[src/hw/ufpc_pkg.sv]
// Constants and carrier types for the USB function power control block.
// Assumes an 8-bit special-function register port from the processor core.
//
// Operation
// RULE1: Power-down bit enters power-down mode; set only while suspend flag set.
// RULE2: Power-down bit clears on any interrupt or any reset.
// RULE3: Power-down bit is best written together with processor idle bits.
// RULE4: Without remote-wake enable no remote resume starts, firmware or external.
// RULE5: Remote-wake enable stays clear until host enables remote wake-up.
// RULE6: Wake event sets wake flag and drives wake output high.
// RULE7: Wake flag not set while wake disabled, resume flag or drive bit set.
// RULE8: Suspend/resume interrupt request is OR of wake, suspend, resume, reset.
// RULE9: Firmware handles the resume flag before wake or suspend flags.
// RULE10: Isolate bit clear: bus reset resets whole chip.
// RULE11: Isolate bit set: bus reset resets USB only and sets reset flag.
// RULE12: Isolate bit set: bus reset keeps the three interrupt enables.
// RULE13: Bus-reset flag sets on completed bus reset regardless of enable.
// RULE14: Drive bit sends K upstream and self-clears when wake-up completes.
// RULE15: Drive bit set only while suspended and not resuming.
// RULE16: Resume flag sets at start and end of upstream resume.
// RULE17: Resume flag not set while drive bit is one.
// RULE18: Suspend flag sets on suspend, clears on function resume.
// RULE19: Suspend handler sets power-down bit to really enter suspend.
// RULE20: System reset clears register; bus reset leaves only reset flag set (code also keeps the isolate bit).
// RULE21: Interrupt reaches processor only with its enable and global enable.
package ufpc_pkg;

  // ----------------------------------------------------------------
  // Register addresses and reset values
  // ----------------------------------------------------------------
  localparam logic [7:0] ADDR_POWER_CONTROL = 8'he7;
  localparam logic [7:0] ADDR_INT_ENABLE = 8'hb1;
  localparam logic [7:0] POWER_CONTROL_RST = 8'h00;
  localparam logic [7:0] POWER_CONTROL_BUS_RST = 8'h08;

  // ----------------------------------------------------------------
  // Field positions
  // ----------------------------------------------------------------
  localparam int BIT_POWER_DOWN = 7;
  localparam int BIT_WAKE_ENABLE = 6;
  localparam int BIT_WAKE_EVENT = 5;
  localparam int BIT_RESET_ISOLATE = 4;
  localparam int BIT_BUS_RESET = 3;
  localparam int BIT_WAKE_DRIVE = 2;
  localparam int BIT_RESUME = 1;
  localparam int BIT_SUSPEND = 0;
  localparam int BIT_GLOBAL_EN = 7;
  localparam int BIT_SUSRES_EN = 3;
  localparam int BIT_ENDPOINT_EN = 1;

  // ----------------------------------------------------------------
  // Timing: K state length for remote wake-up, 1 ms minimum
  // ----------------------------------------------------------------
  localparam int CLOCK_HZ = 40000000;
  localparam int WAKE_K_US = 1000;
  localparam int WAKE_K_CYCLES = (CLOCK_HZ / 1000000) * WAKE_K_US;

  // Register read and write strobe carrier.
  typedef struct packed {
    logic wr;
    logic rd;
    logic [7:0] addr;
    logic [7:0] wdata;
  } ufpc_sfr_type;

  // Events from the serial interface engine.
  typedef struct packed {
    logic suspendDetect;
    logic resumeStart;
    logic resumeEnd;
    logic busResetDone;
    logic busResetActive;
    logic wakeInput;
  } ufpc_event_type;

  typedef enum logic [1:0] {
    UFPC_IDLE = 2'b00,
    UFPC_DRIVE_K = 2'b01,
    UFPC_DONE = 2'b10
  } ufpc_wake_type;

endpackage

[src/hw/ufpc_power_control.sv]
// USB function power control: suspend, resume, remote wake-up, bus reset.
// Assumes a synchronous SFR port, one-cycle event pulses and a held bus-reset active level from the SIE.
module ufpc_power_control #(
  parameter int WAKE_CYCLES = ufpc_pkg::WAKE_K_CYCLES
) (
  input wire logic clock,
  input wire logic resetn,
  input wire ufpc_pkg::ufpc_sfr_type sfr,
  input wire ufpc_pkg::ufpc_event_type evt,
  input wire logic otherIrq,
  output logic [7:0] rdata,
  output logic powerDown,
  output logic wakeOut,
  output logic driveK,
  output logic susResIrq,
  output logic chipReset,
  output logic usbReset
);

  logic [7:0] ctrl_r;
  logic [7:0] ien_r;
  logic [31:0] wakeCount_r;
  ufpc_pkg::ufpc_wake_type wakeState_r;
  logic wrCtrl;
  logic wrIen;
  logic isolate;
  logic wakeGo;
  logic wakeDone;
  logic irqAny;
  logic wakeSet;
  logic resumeSet;
  logic pdClear;
  logic [7:0] keepIsolate;

  assign wrCtrl = sfr.wr && (sfr.addr == ufpc_pkg::ADDR_POWER_CONTROL);
  assign wrIen = sfr.wr && (sfr.addr == ufpc_pkg::ADDR_INT_ENABLE);
  assign isolate = ctrl_r[ufpc_pkg::BIT_RESET_ISOLATE];
  assign wakeDone = (wakeState_r == ufpc_pkg::UFPC_DONE);
  // The firmware drive bit starts K only while remote wake is enabled.
  assign wakeGo = ctrl_r[ufpc_pkg::BIT_WAKE_ENABLE] &&
    ctrl_r[ufpc_pkg::BIT_WAKE_DRIVE]; // RULE4
  assign irqAny = ctrl_r[ufpc_pkg::BIT_WAKE_EVENT] |
    ctrl_r[ufpc_pkg::BIT_SUSPEND] | ctrl_r[ufpc_pkg::BIT_RESUME] |
    ctrl_r[ufpc_pkg::BIT_BUS_RESET]; // RULE8
  assign wakeSet = evt.wakeInput && ctrl_r[ufpc_pkg::BIT_WAKE_ENABLE] &&
    !ctrl_r[ufpc_pkg::BIT_RESUME] &&
    !ctrl_r[ufpc_pkg::BIT_WAKE_DRIVE]; // RULE7
  assign resumeSet = (evt.resumeStart || evt.resumeEnd) &&
    !ctrl_r[ufpc_pkg::BIT_WAKE_DRIVE]; // RULE17
  // Only a new interrupt event ends power-down, not a pending flag.
  assign pdClear = wakeSet || resumeSet || evt.suspendDetect || otherIrq;
  // The isolate bit survives a bus reset so the enables stay protected.
  assign keepIsolate = ctrl_r & (8'h01 << ufpc_pkg::BIT_RESET_ISOLATE);

  // ----------------------------------------------------------------
  // Power control register
  // ----------------------------------------------------------------
  always_ff @(posedge clock or negedge resetn) begin
    if (!resetn) begin
      ctrl_r <= ufpc_pkg::POWER_CONTROL_RST; // RULE20
    end else if (evt.busResetActive) begin
      ctrl_r <= ufpc_pkg::POWER_CONTROL_RST | keepIsolate; // RULE2
    end else if (evt.busResetDone) begin
      ctrl_r <= ufpc_pkg::POWER_CONTROL_BUS_RST | keepIsolate; // RULE13 RULE20
    end else begin
      if (wrCtrl) begin
        ctrl_r[ufpc_pkg::BIT_WAKE_ENABLE] <=
          sfr.wdata[ufpc_pkg::BIT_WAKE_ENABLE]; // RULE5
        ctrl_r[ufpc_pkg::BIT_RESET_ISOLATE] <=
          sfr.wdata[ufpc_pkg::BIT_RESET_ISOLATE];
        ctrl_r[ufpc_pkg::BIT_WAKE_EVENT] <=
          sfr.wdata[ufpc_pkg::BIT_WAKE_EVENT];
        ctrl_r[ufpc_pkg::BIT_BUS_RESET] <= sfr.wdata[ufpc_pkg::BIT_BUS_RESET];
        ctrl_r[ufpc_pkg::BIT_RESUME] <= sfr.wdata[ufpc_pkg::BIT_RESUME];
        ctrl_r[ufpc_pkg::BIT_SUSPEND] <= sfr.wdata[ufpc_pkg::BIT_SUSPEND];
        // Power-down is taken only while suspended.
        ctrl_r[ufpc_pkg::BIT_POWER_DOWN] <=
          sfr.wdata[ufpc_pkg::BIT_POWER_DOWN] &&
          ctrl_r[ufpc_pkg::BIT_SUSPEND]; // RULE1 RULE3 RULE19
        ctrl_r[ufpc_pkg::BIT_WAKE_DRIVE] <=
          sfr.wdata[ufpc_pkg::BIT_WAKE_DRIVE] &&
          ctrl_r[ufpc_pkg::BIT_SUSPEND] &&
          !ctrl_r[ufpc_pkg::BIT_RESUME]; // RULE15
      end
      if (pdClear) begin
        ctrl_r[ufpc_pkg::BIT_POWER_DOWN] <= 1'b0; // RULE2
      end
      if (wakeDone) begin
        ctrl_r[ufpc_pkg::BIT_WAKE_DRIVE] <= 1'b0; // RULE14
      end
      if (wakeSet) begin
        ctrl_r[ufpc_pkg::BIT_WAKE_EVENT] <= 1'b1; // RULE6 RULE7
      end
      if (resumeSet) begin
        ctrl_r[ufpc_pkg::BIT_RESUME] <= 1'b1; // RULE16 RULE17 RULE9
      end
      if (evt.resumeEnd || wakeDone) begin
        ctrl_r[ufpc_pkg::BIT_SUSPEND] <= 1'b0; // RULE18
      end
      if (evt.suspendDetect) begin
        ctrl_r[ufpc_pkg::BIT_SUSPEND] <= 1'b1; // RULE18
      end
    end
  end

  // ----------------------------------------------------------------
  // Interrupt enable register
  // ----------------------------------------------------------------
  always_ff @(posedge clock or negedge resetn) begin
    if (!resetn) begin
      ien_r <= 8'h00;
    end else if (evt.busResetActive && !isolate) begin
      ien_r <= 8'h00; // RULE10
    end else if (wrIen) begin
      ien_r <= sfr.wdata & 8'h8a; // RULE12
    end
  end

  // ----------------------------------------------------------------
  // Remote wake-up K state sequencer
  // ----------------------------------------------------------------
  always_ff @(posedge clock or negedge resetn) begin
    if (!resetn) begin
      wakeState_r <= ufpc_pkg::UFPC_IDLE;
      wakeCount_r <= 32'h0;
    end else begin
      case (wakeState_r)
        ufpc_pkg::UFPC_IDLE: begin
          wakeCount_r <= 32'h0;
          if (wakeGo && !evt.busResetActive) begin
            wakeState_r <= ufpc_pkg::UFPC_DRIVE_K; // RULE4
          end
        end
        ufpc_pkg::UFPC_DRIVE_K: begin
          wakeCount_r <= wakeCount_r + 32'h1;
          if (evt.busResetActive) begin
            wakeState_r <= ufpc_pkg::UFPC_IDLE;
          end else if (wakeCount_r >= 32'(WAKE_CYCLES - 1)) begin
            wakeState_r <= ufpc_pkg::UFPC_DONE; // RULE14
          end
        end
        ufpc_pkg::UFPC_DONE: begin
          wakeState_r <= ufpc_pkg::UFPC_IDLE;
        end
        default: begin
          wakeState_r <= ufpc_pkg::UFPC_IDLE;
        end
      endcase
    end
  end

  // ----------------------------------------------------------------
  // Registered outputs
  // ----------------------------------------------------------------
  always_ff @(posedge clock or negedge resetn) begin
    if (!resetn) begin
      rdata <= 8'h00;
      powerDown <= 1'b0;
      wakeOut <= 1'b0;
      driveK <= 1'b0;
      susResIrq <= 1'b0;
      chipReset <= 1'b0;
      usbReset <= 1'b0;
    end else begin
      if (sfr.rd && sfr.addr == ufpc_pkg::ADDR_POWER_CONTROL) begin
        rdata <= ctrl_r;
      end else if (sfr.rd && sfr.addr == ufpc_pkg::ADDR_INT_ENABLE) begin
        rdata <= ien_r;
      end else begin
        rdata <= 8'h00;
      end
      powerDown <= ctrl_r[ufpc_pkg::BIT_POWER_DOWN]; // RULE1
      wakeOut <= ctrl_r[ufpc_pkg::BIT_WAKE_EVENT]; // RULE6
      driveK <= (wakeState_r == ufpc_pkg::UFPC_DRIVE_K); // RULE14
      susResIrq <= irqAny && ien_r[ufpc_pkg::BIT_SUSRES_EN] &&
        ien_r[ufpc_pkg::BIT_GLOBAL_EN]; // RULE21
      chipReset <= evt.busResetActive && !isolate; // RULE10
      usbReset <= evt.busResetActive; // RULE11
    end
  end
endmodule

[config.mk]
export PLATFORM = sky130hd
export DESIGN_NAME = ufpc_power_control
export DESIGN_NICKNAME = d
export VERILOG_FILES = /design/src/hw/ufpc_pkg.sv /design/src/hw/ufpc_power_control.sv
export SDC_FILE = /design/constraint.sdc
export NUM_CORES = 1
export LEC_CHECK = 0
export BUFFER_PORTS_ARGS = -buffer_cell sky130_fd_sc_hd__buf_4
export CAP_MARGIN = 20
export CORE_MARGIN = 2
export CORE_UTILIZATION = 53
export CTS_BUF_LIST = sky130_fd_sc_hd__clkbuf_8
export DETAILED_ROUTE_END_ITERATION = 6
export HOLD_SLACK_MARGIN = 0.15
export PLACE_DENSITY = 0.78
export SLEW_MARGIN = 20
export SYNTH_ARGS = -nofsm -noshare
export SYNTH_HDL_FRONTEND = slang
export SYNTH_SLANG_ARGS = --single-unit
[constraint.sdc]
create_clock -name clock -period 2.1 [get_ports clock]
set_clock_uncertainty 0.05 [all_clocks]
set_input_delay 0 -clock clock [delete_from_list [all_inputs] [get_ports clock]]
set_output_delay 0 -clock clock [all_outputs]
set_load 0.005 [all_outputs]
==> impl_metrics.env, run 1 <==
export IMPL_status="finished, final reports clean"
export IMPL_cp_required_ns=2.32
export IMPL_globalRouteTotalUtil_pct=26.7
export IMPL_numCtsBuffers=9
export IMPL_irDropWorstVdd_uv=764
export IMPL_syn_area_um2=2900
export IMPL_cts_max_level=3
export IMPL_max_freq_ghz=0.495
export IMPL_crit_path_max_incr_delay_ns=0.62
export IMPL_power_density_nw_per_um2=598
export IMPL_min_to="rdata[7]$_DFF_PN0_"
export IMPL_worstRegToRegCells=4
export IMPL_grt_antenna_before_repair=0
export IMPL_crit_fanout=12
export IMPL_async_flop_share_pct=100
export IMPL_root_buffer="clkbuf_8"
export IMPL_finalHoldViolCount=0
export IMPL_ys_flop_type="dfrtp_1"
export IMPL_synth_seq_cells=59
export IMPL_initial_core_util_pct=55.7
export IMPL_final_util_pct=73.5
export IMPL_fin_crit_ns=2.02
export IMPL_synth_top_area_cell="dfrtp_1"
export IMPL_synth_top_area_share_pct=50.9
export IMPL_clk_path_buf_depth=2
export IMPL_startpoint_type="register"
export IMPL_worstPathCellList="nand4_4, or4_4, or4_1, a21oi_1"
export IMPL_min_delay_start="sfr[14]"
export IMPL_leakagePower_nw=1.73
export IMPL_crit_buf_inv=0
export IMPL_slew_viol_final=0
export IMPL_path_clk_slew_ns=0.07
export IMPL_firstDrtPassIters=6
export IMPL_yosysSeqAreaShare_pct=50.9
export IMPL_fin_crit_sh_pct=96.3
export IMPL_worstPathArrival_ns=2.24
export IMPL_synth_edf_count=0
export IMPL_r2r_start="wakeCount_r[9]$_DFFE_PN0P_"
export IMPL_synthCells=294
export IMPL_clk_latency_ns=0.35
export IMPL_cp_slowest_cell="or4_4"
export IMPL_vias_per_cell=6.03
export IMPL_ant_nets=0
export IMPL_avgSynthCellArea_um2=9.86
export IMPL_r2r_end="wakeCount_r[22]$_DFFE_PN0P_"
export IMPL_dr_total_vias=2724
export IMPL_antennaDiodeCount=0
export IMPL_synth_distinct_cells=41
export IMPL_dpl_cell_area_um2=3390
export IMPL_cts_tree="yes"
export IMPL_relSlewSlack_pct=51.2
export IMPL_wl_per_cell_um=17.1
export IMPL_yosys_warnings=0
export IMPL_rsz0062_at_grt="true"
export IMPL_ios=41
export IMPL_syn_num_nets=322
export IMPL_rows=26
export IMPL_clock_sinks=59
export IMPL_cp_top_family="simple AND/OR/NAND/NOR gates"
export IMPL_min_path_cells=4
export IMPL_cts_setup_buffers=0
export IMPL_tightest_slew_ns=0.731
export IMPL_setup_violations=0
export IMPL_reg2reg_slack_ns=0.08
export IMPL_wl_mm=7.75
export IMPL_grt_max_degree=60
export IMPL_drcViolationCount=0
export IMPL_drive_above_1_share_pct=21.7
export IMPL_synthToLayoutAreaGrowth_pct=31.9
export IMPL_grt_pass1_vias=2608
export IMPL_final_net_count=405
export IMPL_end_kind="register"
export IMPL_hold_path_class="primary input to register"
export IMPL_die_h_um=78.0
export IMPL_dieArea_um2=6080
export IMPL_stdcell_area_um2=3820
export IMPL_synth_area_leaders="dfrtp_1 51%, or4_1 3.9%, nand3_1 3.5%, nand2_1 3.4%, o31ai_1 3.4%"
export IMPL_drtIter0Drc=360
export IMPL_dp_hpwl_mm=4.77
export IMPL_die_x_um=78.0
export IMPL_coreArea_um2=5200
export IMPL_grt_pass1_wl_mm=12.6
export IMPL_place_gp_congestion=0.841
export IMPL_grt_overflow_total=0
export IMPL_critical_path_class="register to register"
export IMPL_port_buffers=40
export IMPL_maxCapViolations=0
-- area by class of cell --
class | instances | area [µm²]
Sequential cell | 59 | 1480
Tap cell | 70 | 87.6
Multi-Input combinational cell | 219 | 1370
Clock inverter | 6 | 57.6
Clock buffer | 10 | 138
Inverter | 6 | 22.5
Fill cell | 360 | 1380
Timing Repair Buffer | 82 | 671
-- cell families after synthesis --
kind of cell    count (synthesis)  share of synthesized area [%]
buf+inv                        17                           2.46
fa+ha+maj                       1                          0.431
xor+xnor                        7                           2.11
simple gates                  140                           27.4
mux                             9                           3.15
flops                          59                           50.9
compound gates                 61                           13.6
-- synthesized netlist by cell type (all sizes together) (3+ instances only) --
cell type / instances
or4: 16
and2: 7
nand4: 8
o211ai: 3
or2: 3
nor3: 6
a22o: 3
and3: 6
clkbuf: 10
nor2: 19
o31ai: 13
mux2i: 8
inv: 6
a31oi: 3
a21oi: 19
nor2b: 4
nand3: 20
nor4: 9
xnor2: 5
or3: 6
dfrtp: 59
o21ai: 10
nand2: 26
and4: 3
-- repair_timing --
item                                    in CTS  in global routing
endpoints found under the setup margin       0                  7
hold buffers                                22                  0
endpoints found under the hold margin       77                  0
gates resized for setup                      0                  4
-- worst max path at each step --
| stage | startpoint | endpoint | cells after the start |
|---|---|---|---|
| global route | wakeCount_r[12]$_DFFE_PN0P_ | wakeCount_r[23]$_DFFE_PN0P_ | 4 |
| detailed placement | wakeCount_r[12]$_DFFE_PN0P_ | wakeCount_r[22]$_DFFE_PN0P_ | 4 |
| floorplan | wakeCount_r[10]$_DFFE_PN0P_ | wakeCount_r[31]$_DFFE_PN0P_ | 5 |
| CTS | wakeCount_r[9]$_DFFE_PN0P_ | wakeCount_r[22]$_DFFE_PN0P_ | 4 |
| global placement | wakeCount_r[27]$_DFFE_PN0P_ | wakeState_r[0]$_DFFE_PN0P_ | 4 |
| finish | wakeCount_r[9]$_DFFE_PN0P_ | wakeCount_r[22]$_DFFE_PN0P_ | 4 |
-- power by group --
part | internal, mW | leakage [nW] | switching (mW) | total [mW]
registers | 1.14 | 0.817 | 0.00511 | 1.15
clock network | 0.569 | 0.101 | 0.456 | 1.02
logic | 0.0627 | 0.816 | 0.0519 | 0.115
total | 1.77 | 1.73 | 0.513 | 2.29
-- registers in the layout (all words and copies together), names as in the netlist --
signal       cells
ien_r            3
driveK           1
ctrl_r           8
chipReset        1
rdata            8
wakeState_r      2
susResIrq        1
usbReset         1
wakeOut          1
wakeCount_r     32
powerDown        1
-- through the flow --
stage	power, mW	setup TNS, ns	worst slack [ns]	std cells	hold WS, ns
CTS	2.29	0	0.0592	451	0.160
detailed placement	1.25	0	0.0824	413	0.0617
global placement	1.25	0	0.145	413	0.0526
finish	2.29	0	0.0781	452	0.157
floorplan	1.18	0	0.123	294	-0.346
global route	2.35	-0.0297	-0.0134	452	0.185
-- layer usage --
layer	track usage [%]	up-vias	part of all wire, %
met5	0	-	0
met4	12.6	0	2.6
met3	3.60	17	5.8
met2	43.7	112	49
met1	35.4	1324	43
li1	-	1271	-
-- tightest hold or removal path, cell delays in order --
cell,delay [ns]
buf_4,0.08
nor4b_1,0.05
and3_1,0.21
a22o_1,0.18
-- cells in the final DEF (no fill, tap or decap), drive strengths merged, types with 4 or more instances in the layout --
cell type,instances
buf,60
or3,6
o21ai,10
nor2b,4
and3,6
nor2,19
or4,17
o31ai,13
dfrtp,59
nor3,6
inv,8
nor4,9
dlygate4sd3,22
clkbuf,10
nand2,26
nand3,20
a21oi,19
xnor2,5
nand4,8
and2,7
mux2i,8
(Power assumes the default switching activity.)
==> inputs of run 2 (changes only) <==
--- a/config.mk
+++ b/config.mk
@@ -6,13 +6,13 @@
 export NUM_CORES = 1
 export LEC_CHECK = 0
 export BUFFER_PORTS_ARGS = -buffer_cell sky130_fd_sc_hd__buf_4
-export CAP_MARGIN = 20
+export CAP_MARGIN = 10
 export CORE_MARGIN = 2
 export CORE_UTILIZATION = 53
 export CTS_BUF_LIST = sky130_fd_sc_hd__clkbuf_8
 export DETAILED_ROUTE_END_ITERATION = 6
 export HOLD_SLACK_MARGIN = 0.15
-export PLACE_DENSITY = 0.78
+export PLACE_DENSITY = 0.76
 export SLEW_MARGIN = 20
 export SYNTH_ARGS = -nofsm -noshare
 export SYNTH_HDL_FRONTEND = slang
==> run 2 against run 1 <==
Via count rose by 0.88%. Non-clock buffer count decreased by 4. Worst hold slack got worse by 0.0063 ns. Total power grew 12%. First-iteration DRC count shrank 22%. Clock power increased by 27%. Combinational power about the same. Largest cell class unchanged. Largest power group is now clock.
==> impl_metrics.env, run 2 (synthesis gave the netlist of run 1 again) <==
export IMPL_leakagePower_nw=1.73
export IMPL_synthToLayoutAreaGrowth_pct=32.3
export IMPL_startpoint_type="register"
export IMPL_clock_sinks=59
export IMPL_relSlewSlack_pct=50.3
export IMPL_rsz0062_at_grt="true"
export IMPL_power_density_nw_per_um2=666
export IMPL_worstRegToRegCells=4
export IMPL_slew_viol_final=0
export IMPL_clk_path_buf_depth=2
export IMPL_irDropWorstVdd_uv=539
export IMPL_die_x_um=78.0
export IMPL_setup_violations=0
export IMPL_firstDrtPassIters=5
export IMPL_finalHoldViolCount=0
export IMPL_dieArea_um2=6080
export IMPL_cts_tree="yes"
export IMPL_setup_tns_ns=0
export IMPL_drive_above_1_share_pct=21.7
export IMPL_globalRouteTotalUtil_pct=27.4
export IMPL_worstPathArrival_ns=2.30
export IMPL_min_path_cells=4
export IMPL_grt_overflow_total=0
export IMPL_rows=26
export IMPL_port_buffers=40
export IMPL_hold_path_class="primary input to register"
export IMPL_grt_pass1_vias=2674
export IMPL_wl_mm=7.83
export IMPL_final_net_count=401
export IMPL_layout_commonest_cell="dfrtp_1"
export IMPL_numCtsBuffers=9
export IMPL_die_h_um=78.0
export IMPL_ios=41
export IMPL_cts_max_level=3
export IMPL_fin_crit_ns=2.06
export IMPL_largest_reg_flops=32
export IMPL_clk_latency_ns=0.35
export IMPL_grt_antenna_before_repair=0
export IMPL_dp_hpwl_mm=4.82
export IMPL_ant_nets=0
export IMPL_grt_pass1_wl_mm=13.0
export IMPL_path_clk_slew_ns=0.08
export IMPL_fin_crit_sh_pct=98.3
export IMPL_drcViolationCount=0
export IMPL_root_buffer="clkbuf_8"
export IMPL_wl_per_cell_um=17.5
export IMPL_power_mw=2.56
export IMPL_grt_max_degree=60
export IMPL_status="finished, final reports clean"
export IMPL_coreArea_um2=5200
export IMPL_dr_total_vias=2748
export IMPL_crit_fanout=12
export IMPL_drtIter0Drc=280
export IMPL_end_kind="register"
export IMPL_place_gp_congestion=0.850
export IMPL_layout_common_cells="58 x dfrtp_1, 57 x buf_4, 26 x nand2_1"
export IMPL_maxCapViolations=0
export IMPL_antennaDiodeCount=0
export IMPL_cp_required_ns=2.33
export IMPL_top_register="wakeCount_r"
export IMPL_initial_core_util_pct=55.7
export IMPL_max_freq_ghz=0.485
export IMPL_top_regs="wakeCount_r: 32 flops, ctrl_r: 8 flops, rdata: 8 flops"
export IMPL_tightest_slew_ns=0.746
export IMPL_critical_path_class="register to register"
export IMPL_vias_per_cell=6.13
[run 2: worst paths after layout]
kind | from | to | slack [ns]
max in group asynchronous | resetn | wakeCount_r[9]$_DFFE_PN0P_ | 1.27
max reg2reg | wakeCount_r[8]$_DFFE_PN0P_ | wakeCount_r[28]$_DFFE_PN0P_ | 0.04
min | evt[0] | ctrl_r[7]$_DFFE_PN0P_ | 0.15
min in group asynchronous | resetn | wakeCount_r[0]$_DFFE_PN0P_ | 0.20
min reg2reg | ctrl_r[7]$_DFFE_PN0P_ | powerDown$_DFF_PN0_ | 0.36
max | wakeCount_r[8]$_DFFE_PN0P_ | wakeCount_r[28]$_DFFE_PN0P_ | 0.04
[run 2: area by class of cell]
class,instances,area [µm²]
fillers,364,1370
flip-flops and latches,59,1480
multi-input cells,219,1360
well taps,70,87.6
inverters,6,22.5
clock buffers,9,124
clock inverters,7,124
repair buffers,78,638
[run 2: metrics by stage]
stage          worst slack [ns]  cell area (µm²)  util, %  std cells  hold WS (ns)
3_5_place_dp             0.0563             3370     64.7        410        0.0571
3_3_place_gp              0.152             3370     64.7        410        0.0556
6_report                 0.0363             3840     73.7        448         0.151
4_1_cts                  0.0559             3820     73.5        447         0.151
5_1_grt                 -0.0342             3840     73.7        448         0.185
2_1_floorplan             0.123             2900        -        294        -0.346
[run 2: repair_timing]
item | CTS | global route
setup buffers | 0 | 0
resized for setup | 0 | 2
endpoints found under the setup margin | 0 | 7
hold buffers | 21 | 0
hold endpoints to repair | 81 | 0
[run 2: critical path, stage by stage, from the launching register on]
cell and delay (ns):
dfrtp_1 0.45, nand4_4 0.13, or4_2 0.86, nor4_1 0.36
o21a_1 0.15
[run 2: per-layer routing]
metal	global-route usage (%)	wire, µm	up-vias	part of all wire [%]
li1	-	-	1272	-
met1	35.6	3270	1338	42
met2	45.0	3850	114	49
met3	4.42	488	24	6.2
met4	12.6	215	0	2.7
met5	0	0	-	0
[run 2: where the power goes]
group | internal, mW | switching, mW | leakage, nW
clock network | 0.796 | 0.502 | 0.120
registers | 1.14 | 0.00480 | 0.815
logic | 0.0615 | 0.0522 | 0.791
==> inputs of run 3 (changes only) <==
--- a/config.mk
+++ b/config.mk
@@ -6,7 +6,7 @@
 export NUM_CORES = 1
 export LEC_CHECK = 0
 export BUFFER_PORTS_ARGS = -buffer_cell sky130_fd_sc_hd__buf_4
-export CAP_MARGIN = 10
+export CAP_MARGIN = 15
 export CORE_MARGIN = 2
 export CORE_UTILIZATION = 53
 export CTS_BUF_LIST = sky130_fd_sc_hd__clkbuf_8
==> constraint.sdc (replaced) <==
create_clock -name clock -period 2.1 [get_ports clock]
set_clock_uncertainty 0.05 [all_clocks]
set_input_delay 0.105 -clock clock [delete_from_list [all_inputs] [get_ports clock]]
set_output_delay 0.105 -clock clock [all_outputs]
set_load 0.005 [all_outputs]
==> run 3 against run 2 <==
Flip-flop and latch count is the same. Worst setup slack lost 0.019 ns. Clock-buffer cell count unchanged. Via count decreased by 0.51%. Sequential power about the same. Fmax is 0.91% lower. Cell count is 0.45% lower. Combinational power about the same. Sequential share of layout area is 0.23 points higher. Highest routed layer unchanged. Register-to-register slack got worse by 0.02 ns. Clock power is essentially flat.
==> impl_metrics.env, run 3 (synthesis gave the netlist of run 1 again) <==
export IMPL_status="finished, final reports clean"
export IMPL_place_gp_congestion=0.850
export IMPL_tightest_slew_ns=0.737
export IMPL_worstRegToRegCells=4
export IMPL_r2r_end="wakeCount_r[26]$_DFFE_PN0P_"
export IMPL_fill_cells=363
export IMPL_min_path_cells=4
export IMPL_end_kind="register"
export IMPL_clk_latency_ns=0.35
export IMPL_vias_per_cell=6.13
export IMPL_setup_violations=0
export IMPL_clk_path_buf_depth=2
export IMPL_largest_reg_flops=32
export IMPL_coreArea_um2=5200
export IMPL_port_buffers=40
export IMPL_synthToLayoutAreaGrowth_pct=31.5
export IMPL_top_regs="wakeCount_r: 32 flops, ctrl_r: 8 flops, rdata: 8 flops"
export IMPL_r2r_start="wakeCount_r[12]$_DFFE_PN0P_"
export IMPL_rows=26
export IMPL_dp_hpwl_mm=4.82
export IMPL_cts_max_level=3
export IMPL_grt_pass1_vias=2665
export IMPL_ios=41
export IMPL_final_net_count=399
export IMPL_die_x_um=78.0
export IMPL_clock_sinks=59
export IMPL_wl_per_cell_um=17.5
export IMPL_antennaDiodeCount=0
export IMPL_globalRouteTotalUtil_pct=27.4
export IMPL_grt_pass1_wl_mm=13.1
export IMPL_slew_viol_final=0
export IMPL_met2_length_mm=3.93
export IMPL_worstPathArrival_ns=2.30
export IMPL_hold_path_class="primary input to register"
export IMPL_grt_overflow_total=0
export IMPL_firstDrtPassIters=5
export IMPL_leakagePower_nw=1.73
export IMPL_numCtsBuffers=9
export IMPL_wl_mm=7.80
export IMPL_die_h_um=78.0
export IMPL_wl_met3_um=538
export IMPL_wl_met1_mm=3.17
export IMPL_min_delay_start="sfr[17]"
export IMPL_power_density_nw_per_um2=670
export IMPL_fin_crit_ns=2.08
export IMPL_power_mw=2.55
export IMPL_grt_antenna_before_repair=0
export IMPL_drtIter0Drc=327
export IMPL_initial_core_util_pct=55.7
export IMPL_startpoint_type="register"
export IMPL_cts_tree="yes"
export IMPL_rsz0062_at_grt="true"
export IMPL_dieArea_um2=6080
export IMPL_min_to="ien_r[1]$_DFFE_PN0P_"
export IMPL_max_freq_ghz=0.480
export IMPL_layout_common_cells="58 x dfrtp_1, 58 x buf_4, 26 x nand2_1"
export IMPL_fin_crit_sh_pct=99.2
export IMPL_dr_total_vias=2734
export IMPL_drcViolationCount=0
export IMPL_cp_required_ns=2.32
export IMPL_path_clk_slew_ns=0.08
export IMPL_root_buffer="clkbuf_8"
export IMPL_irDropWorstVdd_uv=538
export IMPL_reg2reg_slack_ns=0.02
export IMPL_setup_tns_ns=0
export IMPL_drive_above_1_share_pct=22.1
export IMPL_regArea_um2=1480
export IMPL_maxCapViolations=0
export IMPL_finalHoldViolCount=0
export IMPL_top_register="wakeCount_r"
export IMPL_multi_input_area_um2=1360
export IMPL_grt_max_degree=60
export IMPL_crit_fanout=12
export IMPL_critical_path_class="register to register"
export IMPL_top_layer="met4"
export IMPL_relSlewSlack_pct=50.9
export IMPL_ant_nets=0
## run 3: layout make-up
cell class              instances  share of cell area (%)
clock inverters                 7                    3.25
flip-flops and latches         59                    38.7
well taps                      70                    2.30
clock buffers                   9                    3.25
multi-input cells             219                    35.7
inverters                       6                   0.590
repair buffers                 76                    16.1
## run 3: worst max-delay path by stage
stage,cells past startpoint,slack (ns),start,to
after floorplan,5,0.12,wakeCount_r[10]$_DFFE_PN0P_,wakeCount_r[31]$_DFFE_PN0P_
after global placement,4,0.15,wakeCount_r[27]$_DFFE_PN0P_,wakeState_r[0]$_DFFE_PN0P_
after detailed placement,4,0.06,wakeCount_r[27]$_DFFE_PN0P_,wakeState_r[0]$_DFFE_PN0P_
after CTS,4,0.06,wakeCount_r[27]$_DFFE_PN0P_,wakeState_r[0]$_DFFE_PN0P_
after global routing,4,-0.05,wakeCount_r[12]$_DFFE_PN0P_,wakeCount_r[26]$_DFFE_PN0P_
final,4,0.02,wakeCount_r[12]$_DFFE_PN0P_,wakeCount_r[26]$_DFFE_PN0P_
## run 3: per-stage QoR
step | setup WS [ns] | hold WS (ns) | util, % | area (µm²) | cells
2_1_floorplan | 0.123 | -0.241 | - | 2900 | 294
3_3_place_gp | 0.152 | 0.161 | 64.7 | 3370 | 410
3_5_place_dp | 0.0563 | 0.162 | 64.7 | 3370 | 410
4_1_cts | 0.0559 | 0.214 | 72.9 | 3790 | 444
5_1_grt | -0.0455 | 0.244 | 73.3 | 3810 | 446
6_report | 0.0174 | 0.212 | 73.3 | 3810 | 446
## run 3: layer usage
metal,global-route usage [%],up-vias
li1,-,1258
met2,45.9,122
met3,4.42,20
met5,0,-
met1,35.4,1334
met4,11.6,0
## run 3: timing repair
action,CTS,global route
resized for setup,0,2
hold buffers,18,0
setup endpoints to repair,0,7
endpoints found under the hold margin,76,0
buffers inserted,0,1
## run 3: critical path: stages (launching register included)
cell and delay (ns):
dfrtp_1 0.40, nand4_1 0.20, or4_4 0.62, or4_1 0.56, a21oi_1 0.17
## run 3: where the power goes
| part | internal [mW] | switching [mW] |
|---|---|---|
| combinational | 0.0614 | 0.0525 |
| sequential | 1.14 | 0.00490 |
| clock | 0.795 | 0.500 |
